File: src/hdl/adc_pkg.sv
// Constants, register map and carrier types for the trigger sequencer
package adc_pkg;

    // Register byte offsets
    localparam logic [3:0] OFS_MODE   = 4'h0;
    localparam logic [3:0] OFS_CHSEL  = 4'h4;
    localparam logic [3:0] OFS_RESULT = 4'h8;
    localparam logic [3:0] OFS_STATUS = 4'hC;

    // Mode register bit positions
    localparam int BIT_POWER   = 0;
    localparam int BIT_START   = 1;
    localparam int BIT_WAIT    = 2;
    localparam int BIT_SCAN    = 3;
    localparam int BIT_ONESHOT = 4;

    // Status register bit positions
    localparam int STS_BUSY    = 0;
    localparam int STS_PWR     = 1;
    localparam int STS_SLOT    = 2;
    localparam int STS_CH      = 4;

    // Widths
    localparam int CH_W        = 3;
    localparam int RES_W       = 10;
    localparam int SLOT_W      = 2;
    localparam logic [1:0] SLOT_LAST = 2'h3;

    // Reset values
    localparam logic             MODE_BIT_RST = 1'h0;
    localparam logic [CH_W-1:0]  CHSEL_RST    = 3'h0;
    localparam logic [RES_W-1:0] RESULT_RST   = 10'h000;

    // Software stabilisation wait after power-on, for the bench
    localparam int CLK_PERIOD_NS     = 4;
    localparam int STAB_WAIT_NS      = 1000;
    localparam int STAB_WAIT_CYCLES  = (STAB_WAIT_NS + CLK_PERIOD_NS - 1) / CLK_PERIOD_NS;

    typedef enum logic [1:0] {
        ST_OFF,
        ST_STANDBY,
        ST_TRIG_WAIT,
        ST_CONV
    } conv_state_e;

    typedef struct packed {
        logic            start;
        logic            abort;
        logic [CH_W-1:0] channel;
    } conv_req_s;

    typedef struct packed {
        logic             done;
        logic [RES_W-1:0] data;
    } conv_rsp_s;

endpackage : adc_pkg

File: src/hdl/adc_hw_trigger_sequencer.sv
// Hardware-triggered conversion sequencer with classic Wishbone registers
//
// Design decisions made here: the register offsets and the Wishbone slave port.
`timescale 1ns/1ps

// Operation
// - No-wait power-on enters conversion standby
// - No-wait start only arms trigger standby
// - Scan trigger converts four slots from zero
// - Each conversion stores result, pulses irq
// - Sequential scan wraps without new trigger
// - One-shot scan keeps start, returns standby
// - Scan trigger or start rewrite restarts
// - Scan channel write restarts on new first
// - Select channel write converts new input
// - Select trigger or start rewrite restarts
// - No-wait start clear aborts, stays powered
// - Power clear powers down; start ignored
// - No-wait trigger ignored while start clear
// - Wait-mode power-on enters trigger standby
// - Wait trigger starts conversion, sets start
// - Wait sequential select repeats immediately
// - Wait one-shot clears start, powers down
// - Wait start clear aborts to powered-down standby
module adc_hw_trigger_sequencer (
    // Clock and reset
    input  wire logic              clk_i,
    input  wire logic              rst_i,
    input  wire logic              ce_i,
    // Wishbone slave
    input  wire logic              wb_cyc_i,
    input  wire logic              wb_stb_i,
    input  wire logic              wb_we_i,
    input  wire logic [3:0]        wb_adr_i,
    input  wire logic [3:0]        wb_sel_i,
    input  wire logic [31:0]       wb_dat_i,
    output logic      [31:0]       wb_dat_o,
    output logic                   wb_ack_o,
    // Trigger source
    input  wire logic              hw_trigger_i,
    // Conversion core
    input  wire adc_pkg::conv_rsp_s conv_rsp_i,
    output adc_pkg::conv_req_s     conv_req_o,
    output logic                   analog_power_o,
    output logic                   conversion_end_irq_o
);

    adc_pkg::conv_state_e           state_q, state_d;
    logic                           converter_power_on_q;
    logic                           conversion_start_q, start_d;
    logic                           wait_mode_q, wait_d;
    logic                           scan_q;
    logic                           one_shot_q;
    logic [adc_pkg::CH_W-1:0]       chsel_q, chsel_d;
    logic [adc_pkg::RES_W-1:0]      result_q;
    logic [adc_pkg::SLOT_W-1:0]     slot_q, slot_d;
    logic                           go, abort, store;
    logic                           access, wr, wr_mode, wr_chsel;
    logic                           new_power, new_start, start_wr1, start_wr0;
    logic                           quiet;
    logic [31:0]                    rdata;

    // Channel of a scan slot; select modes ignore the slot
    function automatic logic [adc_pkg::CH_W-1:0] ch_of(
        input logic [adc_pkg::CH_W-1:0]   base,
        input logic [adc_pkg::SLOT_W-1:0] slot,
        input logic                       scan
    );
        logic [adc_pkg::CH_W-1:0] wide;
        wide = {{(adc_pkg::CH_W-adc_pkg::SLOT_W){1'b0}}, slot};
        return scan ? base + wide : base;
    endfunction : ch_of

    // Bus decode; a write lands on the edge the master sees ack
    assign access    = wb_cyc_i && wb_stb_i && ce_i;
    assign wr        = access && wb_ack_o && wb_we_i;
    assign wr_mode   = wr && wb_sel_i[0] && (wb_adr_i == adc_pkg::OFS_MODE);
    assign wr_chsel  = wr && wb_sel_i[0] && (wb_adr_i == adc_pkg::OFS_CHSEL);
    assign new_power = wb_dat_i[adc_pkg::BIT_POWER];
    assign new_start = wb_dat_i[adc_pkg::BIT_START];
    assign start_wr1 = wr_mode && new_start && converter_power_on_q;
    assign start_wr0 = wr_mode && !new_start;
    assign chsel_d   = wr_chsel ? wb_dat_i[adc_pkg::CH_W-1:0] : chsel_q;
    assign quiet     = !wr_mode && !wr_chsel && !hw_trigger_i;
    assign wait_d    = wr_mode ? wb_dat_i[adc_pkg::BIT_WAIT] : wait_mode_q;

    always_ff @(posedge clk_i) begin
        if (rst_i) begin
            wb_ack_o <= 1'b0;
        end else if (ce_i) begin
            wb_ack_o <= wb_cyc_i && wb_stb_i && !wb_ack_o;
        end
    end

    always_comb begin
        rdata = 32'h0000_0000;
        case (wb_adr_i)
            adc_pkg::OFS_MODE: begin
                rdata[adc_pkg::BIT_POWER]   = converter_power_on_q;
                rdata[adc_pkg::BIT_START]   = conversion_start_q;
                rdata[adc_pkg::BIT_WAIT]    = wait_mode_q;
                rdata[adc_pkg::BIT_SCAN]    = scan_q;
                rdata[adc_pkg::BIT_ONESHOT] = one_shot_q;
            end
            adc_pkg::OFS_CHSEL:  rdata[adc_pkg::CH_W-1:0] = chsel_q;
            adc_pkg::OFS_RESULT: rdata[adc_pkg::RES_W-1:0] = result_q;
            adc_pkg::OFS_STATUS: begin
                rdata[adc_pkg::STS_BUSY] = (state_q == adc_pkg::ST_CONV);
                rdata[adc_pkg::STS_PWR]  = analog_power_o;
                rdata[adc_pkg::STS_SLOT +: adc_pkg::SLOT_W] = slot_q;
                rdata[adc_pkg::STS_CH +: adc_pkg::CH_W] = ch_of(chsel_q, slot_q, scan_q);
            end
            default: rdata = 32'h0000_0000;
        endcase
    end

    // Read data stands while ack is high
    always_ff @(posedge clk_i) begin
        if (rst_i) begin
            wb_dat_o <= 32'h0000_0000;
        end else if (ce_i && access && !wb_ack_o) begin
            wb_dat_o <= rdata;
        end
    end

    // Mode bits; changing them outside power-down is not meant to be done
    always_ff @(posedge clk_i) begin
        if (rst_i) begin
            converter_power_on_q <= adc_pkg::MODE_BIT_RST;
            wait_mode_q          <= adc_pkg::MODE_BIT_RST;
            scan_q               <= adc_pkg::MODE_BIT_RST;
            one_shot_q           <= adc_pkg::MODE_BIT_RST;
        end else if (wr_mode) begin
            converter_power_on_q <= new_power;
            wait_mode_q          <= wb_dat_i[adc_pkg::BIT_WAIT];
            scan_q               <= wb_dat_i[adc_pkg::BIT_SCAN];
            one_shot_q           <= wb_dat_i[adc_pkg::BIT_ONESHOT];
        end
    end

    always_ff @(posedge clk_i) begin
        if (rst_i) begin
            chsel_q <= adc_pkg::CHSEL_RST;
        end else if (ce_i) begin
            chsel_q <= chsel_d;
        end
    end

    // Sequencer; abort and restart take priority over a finishing result
    always_comb begin
        state_d = state_q;
        start_d = conversion_start_q;
        slot_d  = slot_q;
        go      = 1'b0;
        abort   = 1'b0;
        store   = 1'b0;
        if (wr_mode && !new_power && state_q != adc_pkg::ST_OFF) begin
            state_d = adc_pkg::ST_OFF;
            start_d = 1'b0;
            abort   = (state_q == adc_pkg::ST_CONV);
        end else begin
            case (state_q)
                adc_pkg::ST_OFF: begin
                    if (wr_mode && new_power) begin
                        state_d = wait_d ? adc_pkg::ST_TRIG_WAIT
                                              : adc_pkg::ST_STANDBY;
                    end
                end
                adc_pkg::ST_STANDBY: begin
                    if (start_wr1) begin
                        state_d = adc_pkg::ST_TRIG_WAIT;
                        start_d = 1'b1;
                    end else if (start_wr0) begin
                        start_d = 1'b0;
                    end
                end
                adc_pkg::ST_TRIG_WAIT: begin
                    if (start_wr0) begin
                        start_d = 1'b0;
                        if (!wait_mode_q) begin
                            state_d = adc_pkg::ST_STANDBY;
                        end
                    end else if (wait_mode_q && hw_trigger_i) begin
                        go      = 1'b1;
                        start_d = 1'b1;
                        slot_d  = 2'h0;
                    end else if (!wait_mode_q && hw_trigger_i && conversion_start_q) begin
                        go     = 1'b1;
                        slot_d = 2'h0;
                    end else if (start_wr1) begin
                        start_d = 1'b1;
                    end
                end
                adc_pkg::ST_CONV: begin
                    if (start_wr0) begin
                        abort   = 1'b1;
                        start_d = 1'b0;
                        state_d = wait_mode_q ? adc_pkg::ST_TRIG_WAIT
                                              : adc_pkg::ST_STANDBY;
                    end else if (hw_trigger_i || start_wr1 || wr_chsel) begin
                        go     = 1'b1;
                        slot_d = 2'h0;
                    end else if (conv_rsp_i.done) begin
                        store = 1'b1;
                        if (scan_q && slot_q != adc_pkg::SLOT_LAST) begin
                            go     = 1'b1;
                            slot_d = slot_q + 2'h1;
                        end else if (!one_shot_q) begin
                            go     = 1'b1;
                            slot_d = 2'h0;
                        end else if (wait_mode_q) begin
                            state_d = adc_pkg::ST_TRIG_WAIT;
                            start_d = 1'b0;
                        end else begin
                            state_d = adc_pkg::ST_STANDBY;
                        end
                    end
                end
                default: state_d = adc_pkg::ST_OFF;
            endcase
        end
        if (go) begin
            state_d = adc_pkg::ST_CONV;
        end
    end

    always_ff @(posedge clk_i) begin
        if (rst_i) begin
            state_q            <= adc_pkg::ST_OFF;
            conversion_start_q <= adc_pkg::MODE_BIT_RST;
            slot_q             <= 2'h0;
        end else if (ce_i) begin
            state_q            <= state_d;
            conversion_start_q <= start_d;
            slot_q             <= slot_d;
        end
    end

    // A new start to the core cancels whatever it was converting
    always_ff @(posedge clk_i) begin
        if (rst_i) begin
            conv_req_o <= '0;
        end else if (ce_i) begin
            conv_req_o.start   <= go;
            conv_req_o.abort   <= abort;
            conv_req_o.channel <= go ? ch_of(chsel_d, slot_d, scan_q) : conv_req_o.channel;
        end
    end

    // Wait mode keeps the converter unpowered between conversions
    always_ff @(posedge clk_i) begin
        if (rst_i) begin
            analog_power_o <= 1'b0;
        end else if (ce_i) begin
            analog_power_o <= (state_d != adc_pkg::ST_OFF) &&
                              (!wait_d || state_d == adc_pkg::ST_CONV);
        end
    end

    always_ff @(posedge clk_i) begin
        if (rst_i) begin
            result_q             <= adc_pkg::RESULT_RST;
            conversion_end_irq_o <= 1'b0;
        end else if (ce_i) begin
            conversion_end_irq_o <= store;
            if (store) begin
                result_q <= conv_rsp_i.data;
            end
        end
    end
endmodule : adc_hw_trigger_sequencer

File: config.mk
export PLATFORM = sky130hd
export DESIGN_NAME = adc_hw_trigger_sequencer
export DESIGN_NICKNAME = d
export VERILOG_FILES = /design/src/hdl/adc_pkg.sv /design/src/hdl/adc_hw_trigger_sequencer.sv
export SDC_FILE = /design/constraint.sdc
export NUM_CORES = 1
export LEC_CHECK = 0
export ABC_CLOCK_PERIOD_IN_PS = 2600
export BUFFER_PORTS_ARGS = -buffer_cell sky130_fd_sc_hd__buf_2
export CAP_MARGIN = 5
export CORE_UTILIZATION = 44
export DETAILED_ROUTE_END_ITERATION = 8
export PLACE_DENSITY = 0.77
export SLEW_MARGIN = 20
export SYNTH_ARGS = -nofsm -noshare
export SYNTH_HDL_FRONTEND = slang
export SYNTH_SLANG_ARGS = --single-unit
File: constraint.sdc
create_clock -name clk_i -period 2.6 [get_ports clk_i]
set_clock_uncertainty 0.2 [all_clocks]
set_input_delay 0.26 -clock clk_i [delete_from_list [all_inputs] [get_ports clk_i]]
set_output_delay 0.26 -clock clk_i [all_outputs]
set_load 0.1 [all_outputs]
==> metrics.log <==
[metrics] sequential area share after synthesis: 0.3277
[metrics] number of antenna diodes: 0
[metrics] most instantiated flip-flop cell in the synthesis netlist: dfxtp_1
[metrics] Detailed Routing Iterations Pass 1: 5
[metrics] kind of end point of the critical path: register
[metrics] slowest stage cell on the critical path: or4_4
[metrics] count of routing violations after the opening detailed-route iteration: 215
[metrics] critical path data required time: 2.57 ns
[metrics] global-route wire length before repair: 11.64 mm
[metrics] clock sink count: 40
[metrics] level count of the clock H-tree: 2
[metrics] Yosys warning count: 0
[metrics] register clock-pin slew on the reported worst setup and hold paths: 0.09 ns
[metrics] final period demand of the worst path: 2.739 ns
[metrics] number of top-level pins: 98
[metrics] post-layout power: 0.001523 W
[metrics] total of max-cap violations: 0
[metrics] Post-DRT Antenna Nets: 0
[metrics] crit share post-route: 1.054
[metrics] number of flops mapped to enable cells by yosys: 0
[metrics] max-slew violations: 0
[metrics] Vias per Instance: 5.396
[metrics] pin count of the biggest net entering global routing: 39
[metrics] buffer depth of the longest clock path: 2
[metrics] share of cells above drive strength 1: 0.3622
[metrics] most numerous cell types in the synthesized netlist: nor2_1 (44), dfxtp_1 (40), nand2_1 (25)
[metrics] status: finished with violations
[metrics] Initial Util: 0.4666
[metrics] count of fill cells added during filler insertion: 429
[metrics] terminus of the critical flop-to-flop path: conv_req_o[1]
[metrics] total detailed-routing wirelength: 7.076 mm
[metrics] combined buffer and inverter count along the critical path: 1
[metrics] HPWL after detailed placement: 5.154 mm
[metrics] critical hold path startpoint: conv_rsp_i[7]
[metrics] post-synthesis sequential element count: 40
[metrics] crit path kind: reg -> reg
[metrics] core footprint: 5238 µm²
[metrics] most common cell in the netlist: nor2_1
[metrics] Slew Limit Headroom: 0.5338
[metrics] die area: 5855 µm²
[metrics] storage element area: 804.5 µm²
[metrics] r2r startpoint: wb_ack_o
[metrics] Clock Latency Late Sink: 0.30 ns
[metrics] Power Density: 460.1 nW/µm²
[metrics] Area contributors post-synth: dfxtp_1 (33%), mux2i_1 (8.2%), buf_4 (7.4%)
[metrics] Die Span Y: 76.52 µm
[metrics] fin worst setup slack: -0.1394 ns
[metrics] Post-Synthesis Cell Area: 2444 µm²
[metrics] Pleak: 1.431 nW
[metrics] crit-path max FO: 5
[metrics] initial antenna violation count: 0
[metrics] proportion of synthesized flip-flops having asynchronous set or reset: 0
[metrics] Arrival @ worst endpoint: 2.71 ns
[metrics] CTS tree: yes
[metrics] unrepaired setup endpoints after global routing: yes
[metrics] number of buffers inserted by port buffering: 45
[metrics] Fmax: 0.3650 GHz
[metrics] number of non-filler instances in the completed layout: 462
[metrics] number of vias in the routed layout: 2493
[metrics] buffer cell driving the clock tree root: clkbuf_8
[metrics] violations in the final reports: negative setup slack
[metrics] family with the most delay on the worst path: simple AND/OR/NAND/NOR gates
[metrics] global placer's final weighted congestion: 0.9355
[metrics] routed len/inst: 15.32 µm
[metrics] floorplan die width: 76.52 µm
[metrics] class of the most critical hold timing path: in -> reg
[metrics] maximum vdd drop: 283.7 µV
[metrics] area occupied by multi-input gates: 1555 µm²
[metrics] number of global-route vias before repair: 2344
[metrics] total global-route track usage: 0.2485
[metrics] post-synth top area share: 0.3277
[metrics] Min-Delay Path Depth: 3
[metrics] number of distinct library cells after synthesis: 54
[metrics] average size of a mapped cell: 8.368 µm²
[metrics] series of cell instances along the critical path: nand4bb_1 -> buf_6 -> or4_4 -> nand2_4 -> a21o_1 -> o21ai_2 -> a21oi_2 -> fa_1 -> nand2_1 -> o21ai_1 -> mux2i_1 -> nor2_1
[metrics] measured slew at the worst slew-check pin: 0.6971 ns
[metrics] critical path depth in cells: 12
[metrics] end point of the worst hold path: result_q[7]
[metrics] cell type with the highest aggregate area in the netlist: dfxtp_1
[metrics] setup violators final: 2
[metrics] gate count after technology mapping: 292
[metrics] row count: 26
[metrics] max incr delay on CP: 0.58 ns
[metrics] TritonCTS buffer count: 5
[metrics] post-placement cell count: 444
[metrics] grt total ovfl: 0
[metrics] Reg2Reg Depth: 12
[metrics] final hold violations: 0
[metrics] final net count: 454
[metrics] post-route DRC violation count: 0
[metrics] Area growth syn-to-layout: 35.43%
[metrics] internal reg-to-reg setup slack: -0.14 ns
[metrics] startpoint types: register
[sequential cells by signal, summed over array words and instances, names as in the netlist, 2 cells and up]
signal and cells:
result_q 10, conv_req_o 5, state_q 2, slot_q 2, wb_dat_o 10, chsel_q 3
[worst register-to-register path, delay by kind of cell, from the launching register on]
family,cells,cell delay [ns]
multiplexers,1,0.13
flip-flops,1,0.35
AND/OR/NAND/NOR,5,0.91
buffers and inverters,1,0.15
AO/OA/AOI/OAI,4,0.47
adder cells (fa/ha/maj),1,0.41
[per-layer routing]
metal	vias up	routed length, µm	track usage
met1	1168	3202	0.3371
met2	111	3263	0.3937
met4	0	184	0.09423
met5	-	0	0
met3	17	426	0.04192
li1	1197	-	-
[cell type report]
type,count,area share
flip-flops and latches,40,0.2431
well taps,70,0.02647
multi-input cells,229,0.4699
clock inverters,2,0.01172
repair buffers,108,0.2159
inverters,7,0.007940
clock buffers,6,0.02495
[kinds of logic (layout without fill, tap and decap cells)]
group                    count (synthesis)  count (layout)  share of synthesized area
AO/OA/AOI/OAI                           66              66                     0.1818
flip-flops                              40              40                     0.3277
AND/OR/NAND/NOR                        110             110                     0.2243
buffers and inverters                   44             123                     0.1116
adder cells (fa/ha/maj)                  5               5                    0.03175
other                                    1              22                   0.001535
XOR/XNOR                                 2               2                   0.007170
multiplexers                            24              24                     0.1142
[report_power, final]
part           switching, W  internal [W]  total, W
clock              0.000246      0.000314  0.000560
sequential       0.00000807      0.000617  0.000625
combinational      0.000253     0.0000841  0.000337
[layout by cell type (no fill, tap or decap), drive strengths merged, types with 3 or more instances in the layout]
cell           n
buf          103
conb          22
nand4          5
and3           3
o21ai         11
a21oi         19
nor2          44
nor4           7
mux2i         20
nand3          6
inv            7
a31oi          3
a21o           3
o21bai         4
dlygate4sd3    5
a22oi          7
nand2         26
ha             3
dfxtp         40
or2            3
o22ai          4
nor3           6
clkbuf         6
mux4           3
[stage by stage]
stage	instance area (µm²)	hold slack, ns	utilization	worst slack [ns]	setup TNS [ns]
3_5_place_dp	3022	0.2450	0.5769	-0.3242	-0.5741
2_1_floorplan	2556	0.1960	-	-0.3881	-0.7844
3_3_place_gp	3022	0.2390	0.5769	-0.2977	-0.5455
5_1_grt	3309	0.01622	0.6319	-0.2510	-0.4267
6_report	3309	0.001096	0.6319	-0.1394	-0.2069
4_1_cts	3282	0.0008814	0.6266	-0.1269	-0.1816
[how the worst max path moves through the flow]
stage / end / startpoint
2_1_floorplan: conv_req_o[1] / wb_ack_o
3_3_place_gp: conv_req_o[1] / wb_adr_i[0]
3_5_place_dp: conv_req_o[1] / wb_adr_i[0]
4_1_cts: conv_req_o[1] / wb_ack_o
5_1_grt: conv_req_o[1] / wb_ack_o
6_report: conv_req_o[1] / wb_ack_o
[what timing repair did]
item / in CTS / in global routing
hold buffers: 5 / 0
gates resized for setup: 11 / 5
endpoints found under the setup margin: 2 / 12
pin swaps: 13 / 5
hold endpoints to repair: 5 / 0
setup buffers: 5 / 0
No activity file was read; power rests on OpenSTA's default activity.
